[src/core/tsl_defs.svh]
/*
 constants for the thermal shutdown limit register set: offsets, field positions,
 reset values and fixed margins. assumes 8-bit registers on an 8-bit address.
*/
`ifndef TSL_DEFS_SVH
`define TSL_DEFS_SVH

`define TSL_OFS_EXT_CRIT_LIMIT 8'h19
`define TSL_OFS_EXT_FAULT_STATUS 8'h1B
`define TSL_OFS_SW_SHDN_CONFIG 8'h1D
`define TSL_OFS_HW_SHDN_LIMIT 8'h1E
`define TSL_OFS_INT_CRIT_LIMIT 8'h20
`define TSL_OFS_CRIT_HYST 8'h21

`define TSL_BIT_EXT_FAULT 1
`define TSL_BIT_EXT_LINK 1
`define TSL_BIT_INT_LINK 0

`define TSL_RST_EXT_CRIT_LIMIT 8'h55
`define TSL_RST_INT_CRIT_LIMIT 8'h55
`define TSL_RST_CRIT_HYST 8'h0A
`define TSL_RST_LINK 2'h0
`define TSL_RST_HW_STEP 6'h00

`define TSL_HW_LIMIT_BASE 8'h4D
`define TSL_HW_STEP_MAX 6'h23
`define TSL_HW_RELEASE_MARGIN 8'h0A
`define TSL_EXT_RANGE_OFFSET 8'h40
`define TSL_SIGN_FLIP 8'h80

`define TSL_CONSEC_1 3'h0
`define TSL_CONSEC_2 3'h1
`define TSL_CONSEC_3 3'h3
`define TSL_CONSEC_4 3'h7
`define TSL_COUNT_1 3'h1
`define TSL_COUNT_2 3'h2
`define TSL_COUNT_3 3'h3
`define TSL_COUNT_4 3'h4

`endif

[src/core/tsl_pkg.sv]
/*
 types shared by the thermal shutdown limit block.
 assumes tsl_defs.svh is available for the constant values.
*/
package tsl_pkg;

   typedef struct packed {
      logic [7:0] addr;
      logic wr;
      logic rd;
      logic [7:0] wdata;
   } tsl_reg_req_t;

   typedef struct packed {
      logic [7:0] ext_limit;
      logic [7:0] int_limit;
      logic [7:0] hyst;
      logic [1:0] link;
   } tsl_cfg_t;

   typedef enum logic [2:0] {
      TSL_ARMED = 3'h1,
      TSL_COUNTING = 3'h2,
      TSL_TRIPPED = 3'h4
   } tsl_chan_state_t;

endpackage

[src/core/tsl_crit_chan.sv]
/*
 one critical comparison channel: consecutive counter, trip and release.
 assumes all values arrive in the monotonic unsigned compare domain.
*/
`timescale 1ns/1ps
`include "tsl_defs.svh"

module tsl_crit_chan
   import tsl_pkg::*;
#(
   parameter int W = 8
) (
   input wire logic clk_in,
   input wire logic rst_n_in,
   input wire logic conv_in,
   input wire logic [W-1:0] temp_in,
   input wire logic [W-1:0] limit_in,
   input wire logic [W-1:0] release_in,
   input wire logic [2:0] need_in,
   output logic over_out,
   output logic trip_out
);

   tsl_chan_state_t state_r;
   logic [2:0] cnt_r;
   logic [2:0] cnt_inc;
   logic above;
   logic below_release;

   assign above = temp_in > limit_in;
   assign below_release = temp_in < release_in;
   assign cnt_inc = cnt_r + 3'h1;
   assign trip_out = (state_r == TSL_TRIPPED);

   // latest conversion above limit
   always_ff @(posedge clk_in or negedge rst_n_in) begin
      if (!rst_n_in) begin
         over_out <= 1'b0;
      end else if (conv_in) begin
         over_out <= above;
      end
   end

   // count, trip and hold until release
   always_ff @(posedge clk_in or negedge rst_n_in) begin
      if (!rst_n_in) begin
         state_r <= TSL_ARMED;
         cnt_r <= 3'h0;
      end else if (conv_in) begin
         case (state_r)
            TSL_ARMED, TSL_COUNTING: begin
               if (above && cnt_inc >= need_in) begin
                  state_r <= TSL_TRIPPED;
                  cnt_r <= cnt_inc;
               end else if (above) begin
                  state_r <= TSL_COUNTING;
                  cnt_r <= cnt_inc;
               end else begin
                  state_r <= TSL_ARMED;
                  cnt_r <= 3'h0;
               end
            end
            TSL_TRIPPED: begin
               if (below_release) begin
                  state_r <= TSL_ARMED;
                  cnt_r <= 3'h0;
               end
            end
            default: begin
               state_r <= TSL_ARMED;
               cnt_r <= 3'h0;
            end
         endcase
      end
   end

endmodule

[src/core/tsl_top.sv]
/*
 thermal shutdown limit registers and shutdown pin control.
 assumes one conversion pulse per measurement with temperatures in the
 format the range input selects, and a register port driven by the bus engine.
*/
// Operation
// - external critical limit, 8-bit read-write at 0x19, weights 128 to 1.
// - internal critical limit, 8-bit read-write at 0x20, same weights.
// - shared critical hysteresis, 8-bit read-write at 0x21.
// - a read of fault status at 0x1B clears it unless a new fault arrives in the same cycle.
// - fault status bit 1 set on external diode fault; others read zero.
// - fault status names external diode as summary fault source.
// - external linked and above limit: set status, assert shutdown.
// - external unlinked and above limit: set status only.
// - internal linked and above limit: set status, assert shutdown.
// - internal unlinked and above limit: set status only.
// - linked shutdown holds until temperature below limit minus hysteresis.
// - software and hardware comparisons both drive the shutdown pin.
// - read-only hardware limit at 0x1E fixed by sensed pull-ups.
// - hardware limit shown in degrees in currently selected range format.
// - external above hardware limit asserts shutdown until 10 degrees below.
// - shutdown pin is active low, driven low when asserted.
// - shutdown needs 1 to 4 consecutive conversions per code, default 4.
// - alert masks never affect the shutdown pin.
`timescale 1ns/1ps
`include "tsl_defs.svh"

module tsl_top
   import tsl_pkg::*;
(
   input wire logic CLK_IN,
   input wire logic RSTN_IN,
   input wire logic [7:0] REG_ADDR_IN,
   input wire logic REG_WR_IN,
   input wire logic REG_RD_IN,
   input wire logic [7:0] REG_WDATA_IN,
   output logic [7:0] REG_RDATA_OUT,
   output logic REG_RVALID_OUT,
   input wire logic CONV_DONE_IN,
   input wire logic [7:0] EXT_TEMP_IN,
   input wire logic [7:0] INT_TEMP_IN,
   input wire logic EXT_DIODE_FAULT_IN,
   input wire logic RANGE_EXT_IN,
   input wire logic [2:0] CONSEC_CRIT_CODE_IN,
   input wire logic [5:0] HW_LIMIT_STRAP_IN,
   output logic SYSTEM_SHUTDOWN_N_OUT,
   output logic SYSTEM_SHUTDOWN_OE_OUT,
   output logic EXT_CRITICAL_STATUS_OUT,
   output logic INT_CRITICAL_STATUS_OUT,
   output logic EXT_DIODE_FAULT_FLAG_OUT
);

   logic rst_meta_r;
   logic rst_sync_r;
   tsl_reg_req_t req;
   tsl_cfg_t cfg_r;
   logic ext_diode_fault_flag_r;
   logic strap_done_r;
   logic [5:0] hw_step_r;
   logic [5:0] hw_step_sat;
   logic [7:0] hw_limit_value;
   logic [7:0] read_mux;
   logic [2:0] consecutive_critical_count;
   logic [7:0] ext_temp_u;
   logic [7:0] int_temp_u;
   logic [7:0] ext_limit_u;
   logic [7:0] int_limit_u;
   logic [7:0] hw_limit_u;
   logic [7:0] ext_release_u;
   logic [7:0] int_release_u;
   logic [7:0] hw_release_u;
   logic ext_over;
   logic int_over;
   logic hw_over;
   logic ext_trip;
   logic int_trip;
   logic hw_trip;
   logic shutdown_nxt;
   logic fault_rd;

   // map a reading in the active format to a monotonic unsigned value
   function automatic logic [7:0] to_cmp(input logic [7:0] v, input logic ext_range);
      logic [7:0] r;
      r = ext_range ? v : (v ^ `TSL_SIGN_FLIP);
      return r;
   endfunction

   // limit minus margin, floored at the bottom of the range
   function automatic logic [7:0] sub_floor(input logic [7:0] a, input logic [7:0] b);
      logic [7:0] r;
      r = (a > b) ? (a - b) : 8'h00;
      return r;
   endfunction

   // reset release through two flops
   always_ff @(posedge CLK_IN or negedge RSTN_IN) begin
      if (!RSTN_IN) begin
         rst_meta_r <= 1'b0;
         rst_sync_r <= 1'b0;
      end else begin
         rst_meta_r <= 1'b1;
         rst_sync_r <= rst_meta_r;
      end
   end

   assign req.addr = REG_ADDR_IN;
   assign req.wr = REG_WR_IN;
   assign req.rd = REG_RD_IN;
   assign req.wdata = REG_WDATA_IN;

   // external critical limit
   always_ff @(posedge CLK_IN or negedge rst_sync_r) begin
      if (!rst_sync_r) begin
         cfg_r.ext_limit <= `TSL_RST_EXT_CRIT_LIMIT;
      end else if (req.wr && req.addr == `TSL_OFS_EXT_CRIT_LIMIT) begin
         cfg_r.ext_limit <= req.wdata;
      end
   end

   // internal critical limit
   always_ff @(posedge CLK_IN or negedge rst_sync_r) begin
      if (!rst_sync_r) begin
         cfg_r.int_limit <= `TSL_RST_INT_CRIT_LIMIT;
      end else if (req.wr && req.addr == `TSL_OFS_INT_CRIT_LIMIT) begin
         cfg_r.int_limit <= req.wdata;
      end
   end

   // shared hysteresis
   always_ff @(posedge CLK_IN or negedge rst_sync_r) begin
      if (!rst_sync_r) begin
         cfg_r.hyst <= `TSL_RST_CRIT_HYST;
      end else if (req.wr && req.addr == `TSL_OFS_CRIT_HYST) begin
         cfg_r.hyst <= req.wdata;
      end
   end

   // shutdown link bits
   always_ff @(posedge CLK_IN or negedge rst_sync_r) begin
      if (!rst_sync_r) begin
         cfg_r.link <= `TSL_RST_LINK;
      end else if (req.wr && req.addr == `TSL_OFS_SW_SHDN_CONFIG) begin
         cfg_r.link[`TSL_BIT_EXT_LINK] <= req.wdata[`TSL_BIT_EXT_LINK];
         cfg_r.link[`TSL_BIT_INT_LINK] <= req.wdata[`TSL_BIT_INT_LINK];
      end
   end

   // fault flag: a new fault wins over the clearing read
   assign fault_rd = req.rd && req.addr == `TSL_OFS_EXT_FAULT_STATUS;

   always_ff @(posedge CLK_IN or negedge rst_sync_r) begin
      if (!rst_sync_r) begin
         ext_diode_fault_flag_r <= 1'b0;
      end else if (CONV_DONE_IN && EXT_DIODE_FAULT_IN) begin
         ext_diode_fault_flag_r <= 1'b1;
      end else if (fault_rd) begin
         ext_diode_fault_flag_r <= 1'b0;
      end
   end

   // strap capture once after reset release
   always_ff @(posedge CLK_IN or negedge rst_sync_r) begin
      if (!rst_sync_r) begin
         strap_done_r <= 1'b0;
         hw_step_r <= `TSL_RST_HW_STEP;
      end else if (!strap_done_r) begin
         strap_done_r <= 1'b1;
         hw_step_r <= HW_LIMIT_STRAP_IN;
      end
   end

   assign hw_step_sat = (hw_step_r > `TSL_HW_STEP_MAX) ? `TSL_HW_STEP_MAX : hw_step_r;

   // hardware limit in degrees, in the active range format
   always_comb begin
      hw_limit_value = `TSL_HW_LIMIT_BASE + {2'h0, hw_step_sat};
      if (RANGE_EXT_IN) begin
         hw_limit_value = hw_limit_value + `TSL_EXT_RANGE_OFFSET;
      end
   end

   // register read mux; unmapped offsets read zero
   always_comb begin
      read_mux = 8'h00;
      case (req.addr)
         `TSL_OFS_EXT_CRIT_LIMIT: begin
            read_mux = cfg_r.ext_limit;
         end
         `TSL_OFS_INT_CRIT_LIMIT: begin
            read_mux = cfg_r.int_limit;
         end
         `TSL_OFS_CRIT_HYST: begin
            read_mux = cfg_r.hyst;
         end
         `TSL_OFS_EXT_FAULT_STATUS: begin
            read_mux[`TSL_BIT_EXT_FAULT] = ext_diode_fault_flag_r;
         end
         `TSL_OFS_SW_SHDN_CONFIG: begin
            read_mux[`TSL_BIT_EXT_LINK] = cfg_r.link[`TSL_BIT_EXT_LINK];
            read_mux[`TSL_BIT_INT_LINK] = cfg_r.link[`TSL_BIT_INT_LINK];
         end
         `TSL_OFS_HW_SHDN_LIMIT: begin
            read_mux = hw_limit_value;
         end
         default: begin
            read_mux = 8'h00;
         end
      endcase
   end

   // read data and valid one cycle after the request
   always_ff @(posedge CLK_IN or negedge rst_sync_r) begin
      if (!rst_sync_r) begin
         REG_RDATA_OUT <= 8'h00;
         REG_RVALID_OUT <= 1'b0;
      end else begin
         REG_RVALID_OUT <= req.rd;
         if (req.rd) begin
            REG_RDATA_OUT <= read_mux;
         end
      end
   end

   // consecutive conversion count decode; unlisted codes act as four
   always_comb begin
      case (CONSEC_CRIT_CODE_IN)
         `TSL_CONSEC_1: begin
            consecutive_critical_count = `TSL_COUNT_1;
         end
         `TSL_CONSEC_2: begin
            consecutive_critical_count = `TSL_COUNT_2;
         end
         `TSL_CONSEC_3: begin
            consecutive_critical_count = `TSL_COUNT_3;
         end
         `TSL_CONSEC_4: begin
            consecutive_critical_count = `TSL_COUNT_4;
         end
         default: begin
            consecutive_critical_count = `TSL_COUNT_4;
         end
      endcase
   end

   // compare domain: readings and limits share the active format
   assign ext_temp_u = to_cmp(EXT_TEMP_IN, RANGE_EXT_IN);
   assign int_temp_u = to_cmp(INT_TEMP_IN, RANGE_EXT_IN);
   assign ext_limit_u = to_cmp(cfg_r.ext_limit, RANGE_EXT_IN);
   assign int_limit_u = to_cmp(cfg_r.int_limit, RANGE_EXT_IN);
   assign hw_limit_u = to_cmp(hw_limit_value, RANGE_EXT_IN);
   assign ext_release_u = sub_floor(ext_limit_u, cfg_r.hyst);
   assign int_release_u = sub_floor(int_limit_u, cfg_r.hyst);
   assign hw_release_u = sub_floor(hw_limit_u, `TSL_HW_RELEASE_MARGIN);

   tsl_crit_chan #(
      .W(8)
   ) u_ext_chan (
      .clk_in(CLK_IN),
      .rst_n_in(rst_sync_r),
      .conv_in(CONV_DONE_IN),
      .temp_in(ext_temp_u),
      .limit_in(ext_limit_u),
      .release_in(ext_release_u),
      .need_in(consecutive_critical_count),
      .over_out(ext_over),
      .trip_out(ext_trip)
   );

   tsl_crit_chan #(
      .W(8)
   ) u_int_chan (
      .clk_in(CLK_IN),
      .rst_n_in(rst_sync_r),
      .conv_in(CONV_DONE_IN),
      .temp_in(int_temp_u),
      .limit_in(int_limit_u),
      .release_in(int_release_u),
      .need_in(consecutive_critical_count),
      .over_out(int_over),
      .trip_out(int_trip)
   );

   tsl_crit_chan #(
      .W(8)
   ) u_hw_chan (
      .clk_in(CLK_IN),
      .rst_n_in(rst_sync_r),
      .conv_in(CONV_DONE_IN),
      .temp_in(ext_temp_u),
      .limit_in(hw_limit_u),
      .release_in(hw_release_u),
      .need_in(consecutive_critical_count),
      .over_out(hw_over),
      .trip_out(hw_trip)
   );

   // status follows the limit regardless of the link
   always_ff @(posedge CLK_IN or negedge rst_sync_r) begin
      if (!rst_sync_r) begin
         EXT_CRITICAL_STATUS_OUT <= 1'b0;
         INT_CRITICAL_STATUS_OUT <= 1'b0;
         EXT_DIODE_FAULT_FLAG_OUT <= 1'b0;
      end else begin
         EXT_CRITICAL_STATUS_OUT <= ext_over;
         INT_CRITICAL_STATUS_OUT <= int_over;
         EXT_DIODE_FAULT_FLAG_OUT <= ext_diode_fault_flag_r;
      end
   end

   // pin sources: linked software trips or the hardware trip, no alert mask
   assign shutdown_nxt = (cfg_r.link[`TSL_BIT_EXT_LINK] && ext_trip)
                       || (cfg_r.link[`TSL_BIT_INT_LINK] && int_trip)
                       || hw_trip;

   // open-drain pin driven low while asserted
   always_ff @(posedge CLK_IN or negedge rst_sync_r) begin
      if (!rst_sync_r) begin
         SYSTEM_SHUTDOWN_N_OUT <= 1'b1;
         SYSTEM_SHUTDOWN_OE_OUT <= 1'b0;
      end else begin
         SYSTEM_SHUTDOWN_N_OUT <= !shutdown_nxt;
         SYSTEM_SHUTDOWN_OE_OUT <= shutdown_nxt;
      end
   end

endmodule

[config.mk]
export PLATFORM = sky130hd
export DESIGN_NAME = tsl_top
export DESIGN_NICKNAME = d
export VERILOG_FILES = /design/src/core/tsl_pkg.sv /design/src/core/tsl_crit_chan.sv /design/src/core/tsl_top.sv
export VERILOG_INCLUDE_DIRS = /design/src /design/src/core
export SDC_FILE = /design/constraint.sdc
export NUM_CORES = 1
export LEC_CHECK = 0
export BUFFER_PORTS_ARGS = -buffer_cell sky130_fd_sc_hd__buf_2
export CORE_MARGIN = 8
export CORE_UTILIZATION = 40
export CTS_CLUSTER_DIAMETER = 50
export DETAILED_ROUTE_END_ITERATION = 16
export GPL_ROUTABILITY_DRIVEN = 1
export PLACE_DENSITY_LB_ADDON = 0.3
export SLEW_MARGIN = 20
export SYNTH_ARGS = -nofsm -noshare
export SYNTH_HDL_FRONTEND = slang
export SYNTH_SLANG_ARGS = --single-unit
[constraint.sdc]
create_clock -name CLK_IN -period 2.9 [get_ports CLK_IN]
set_input_delay 0.29 -clock CLK_IN [delete_from_list [all_inputs] [get_ports CLK_IN]]
set_output_delay 0.29 -clock CLK_IN [all_outputs]
set_load 0.02 [all_outputs]
==> run_results.csv <==
group,metric,value,unit
worst_setup_path,arrival,3.64,ns
sta,setup_slack,-0.5162,ns
synth,synthCells,525,
worst_setup_path,critPathKind,"reg2reg",
clocking,cts_sinks,70,
cells_and_area,ff_latch_area,1772,um^2
routing,drc,0,
clocking,htreeDepth,3,
sta,hold_viol_final,0,
synth,syn_avg_cell_area,10.09,um^2
run_status,status,"finished, violations left",
cells_and_area,final_area,7589,um^2
floorplanning,core-area,13090,um^2
pwr,p_int,2799,uW
cells_and_area,antennaDiodeCount,0,
synth,ys_types,64,
clocking,worstSkewPairLatency,0.34,ns
min_path,hold_class,"in2reg",
floorplanning,rows,42,
pwr,cellPowerDensity,565.6,nW/um^2
pwr,pwr-share-seq,0.282,
pwr,switching_power,1493,uW
worst_setup_path,path_max_fanout,7,
synth,synth-edff-count,0,
clocking,cts.clk_slew.worst_paths,0.06,ns
worst_setup_path,r2r_slack,-0.52,ns
job,maxCapViolCount,0,
placement,gp_congestion,0.8685,
cells_and_area,fillers,1090,
placement,port_buffers,61,
worst_setup_path,endpoint_kind,"register",
cells_and_area,synthToLayoutAreaGrowth,43.28,%
sta,period_share,1.178,
synth,synth-async-reset-ratio,1.000,
clocking,cts_buffers,9,
clocking,cts-root-buf,"clkbuf_16",
synth,synth_flop_cell,"dfrtp_1",
floorplanning,die_h,131.1,um
sta,worst-slew-pin-transition,0.7489,ns
run_status,violations,"setup timing",
sta,fmax,292.7,MHz
pwr,total_power,4292,uW
cells_and_area,multiInputGateArea,3901,um^2
clocking,cts_buffer_depth,2,
global_routing,antenna_found_initial,0,
pwr,share_comb_of_total_power,0.454,
placement,placed_cell_area,6730,um^2
floorplanning,pin_count,62,
global_routing,grt_usage,0.1878,
sta,setup_viol,18,
routing,ant_nets,0,
sta,rsz0062_at_grt,"yes",
floorplanning,die_w,131.1,um
clocking,cts_tree,"yes",
worst_setup_path,startpoint,"hw_step_r[2]",
sta,slew_headroom,0.4965,
routing,dr.pass1.iters,4,
routing,drt-initial-drc-count,181,
global_routing,grt.busiest_layer,"met2",
global_routing,grt_max_degree,31,
synth,ys_warn_count,0,
cells_and_area,fin_nets,837,
sta,fin_crit,3.416,ns
pwr,pwr-share-clk,0.265,
cells_and_area,fin_cells,893,
global_routing,use_met1,0.2189,
routing,num_vias,4758,
synth,synth_area,5296,um^2
global_routing,overflow,0,
routing,wl_per_cell,17.63,um
synth,yosysSeqAreaShare,0.3340,
placement,place_inst,855,
pwr,peakVddDrop,299.7,uV
sta,drv_slew,0,
worst_setup_path,crit_path_start_kind,"register",
routing,viasPerCell,5.328,
pwr,leakage,0.003609,uW
worst_setup_path,cp.required,3.12,ns
pwr,sw_frac_of_total,0.3478,
global_routing,met2_usage,0.3366,
cells_and_area,drive_above_1_share,0.4575,
placement,place_ws,-0.6082,ns
worst_setup_path,crit_end,"u_hw_chan.cnt_r[0]",
global_routing,grt_pass1_wl,25170,um
floorplanning,dieArea,17180,um^2
synth,ys_seq_elements,70,
worst_setup_path,rr_endpoint,"u_hw_chan.cnt_r[0]",
placement,hpwl,12240,um
worst_setup_path,r2r-start,"hw_step_r[2]",
global_routing,use_met3,0.03883,
global_routing,grt_pass1_vias,5220,
sta,skew,0.009202,ns
worst_setup_path,r2r_cells,16,
floorplanning,start_util,0.4048,
routing,finalWirelength,15740,um
-- synth_stat cells (all sizes together) (15+ instances only) --
cell | count | area (um^2)
nor2 | 27 | 113.9
dfrtp | 56 | 1401
ha | 75 | 938.4
a21o | 16 | 120.1
nand4 | 15 | 93.84
o21ai | 24 | 120.1
mux2 | 35 | 394.1
inv | 41 | 153.9
nand2 | 28 | 110.1
a21oi | 30 | 165.2
xnor2 | 16 | 140.1
nor2b | 17 | 106.4
-- worst max-delay path, stage by stage (launching register included) --
cell and delay, ns:
dfrtp_1 0.38, or3_4 0.41, a21oi_4 0.15, inv_2 0.07
ha_4 0.18, xnor2_2 0.15, inv_1 0.08, ha_2 0.18
o21a_1 0.18, xor2_1 0.15, ha_1 0.33, nand4_1 0.14
o21ai_2 0.22, o22ai_4 0.10, a21oi_4 0.25, nor2_4 0.07
mux2_4 0.27
-- per-layer routing --
layer	up-vias	wire, um
met5	-	0
met2	89	8243
li1	2313	-
met1	2332	6512
met3	24	670
met4	0	317
-- cell type report --
| class | instances | share of cell area |
|---|---|---|
| multi-input combinational | 408 | 0.5141 |
| sequential | 70 | 0.2335 |
| timing repair buffer | 182 | 0.1622 |
| clock buffer | 10 | 0.03149 |
| tap | 176 | 0.02902 |
| inverter | 41 | 0.02061 |
| clock inverter | 6 | 0.009068 |
-- worst min-delay path by stage --
stage / end / cells past startpoint / slack (ns) / start
3_3_place_gp: rst_meta_r / 1 / 0.08 / RSTN_IN
6_report: REG_RVALID_OUT / 1 / 0.15 / REG_RD_IN
2_1_floorplan: rst_meta_r / 0 / -0.006 / RSTN_IN
5_1_grt: REG_RVALID_OUT / 1 / 0.14 / REG_RD_IN
3_5_place_dp: rst_meta_r / 1 / 0.08 / RSTN_IN
4_1_cts: REG_RVALID_OUT / 1 / 0.13 / REG_RD_IN
-- logic make-up (layout without fill, tap and decap cells) --
| kind of cell | count (synthesis) | after routing | share of synthesized area |
|---|---|---|---|
| AO/OA/AOI/OAI | 134 | 134 | 0.1859 |
| AND/OR/NAND/NOR | 132 | 132 | 0.1401 |
| adder cells (fa/ha/maj) | 77 | 77 | 0.1847 |
| flip-flops | 70 | 70 | 0.3340 |
| buffers and inverters | 48 | 239 | 0.03449 |
| multiplexers | 36 | 36 | 0.07631 |
| XOR/XNOR | 26 | 26 | 0.04299 |
| other | 2 | 3 | 0.001418 |
-- placed cells by master, fill, tap and decap left out, types with 4 or more instances in the layout --
cell	n
inv_2	6
xnor2_1	13
a21oi_4	4
nor3_1	6
a21o_1	16
nand2_1	17
ha_1	57
nand3_1	4
o21ai_0	8
nand2b_1	7
buf_6	4
mux2_1	21
a22o_1	11
mux2_2	11
nand2_2	8
a211oi_2	4
xor2_1	10
a22oi_1	6
o21ai_2	7
a21oi_2	10
buf_4	116
nor2_1	23
dfstp_2	14
o21ai_1	9
and3_1	8
a221oi_1	4
inv_1	34
dfrtp_1	54
o21bai_1	4
nand4_1	15
clkbuf_16	9
buf_2	61
a21oi_1	16
nor2b_1	15
ha_4	17
-- flip-flops by register name, summed over array words and instances, names as in the netlist, 3 cells and up --
name and count:
REG_RDATA_OUT 8, cfg_r 26, hw_step_r 6, u_ext_chan.cnt_r 3
u_ext_chan.state_r 3, u_hw_chan.cnt_r 3, u_hw_chan.state_r 3, u_int_chan.cnt_r 3
u_int_chan.state_r 3
-- power by group through the flow --
stage | logic (uW) | registers [uW] | clock network [uW]
after global placement | 1510 | 1210 | 0
after CTS | 1840 | 1210 | 1150
final | 1950 | 1210 | 1140
after floorplan | 1000 | 1220 | 0
after global routing | 2140 | 1220 | 1200
after detailed placement | 1590 | 1220 | 0
-- metrics by stage --
| stage | util | setup TNS (ns) | hold slack, ns |
|---|---|---|---|
| 2_1_floorplan | - | -3.970 | -0.005591 |
| 3_3_place_gp | 0.5143 | -6.750 | 0.07522 |
| 3_5_place_dp | 0.5143 | -8.531 | 0.07534 |
| 4_1_cts | 0.5669 | -6.241 | 0.1340 |
| 5_1_grt | 0.5799 | -9.224 | 0.1402 |
| 6_report | 0.5799 | -6.365 | 0.1457 |
-- repair_timing --
| action | 4_1_cts | 5_1_grt |
|---|---|---|
| setup endpoints to repair | 18 | 18 |
| gates cloned | 0 | 0 |
| buffers inserted | 14 | 7 |
| pin swaps | 45 | 20 |
| endpoints found under the hold margin | 2 | 0 |
| hold buffers | 1 | 0 |
| resized for setup | 53 | 25 |
Note: power is estimated with default switching activity, not from simulation.
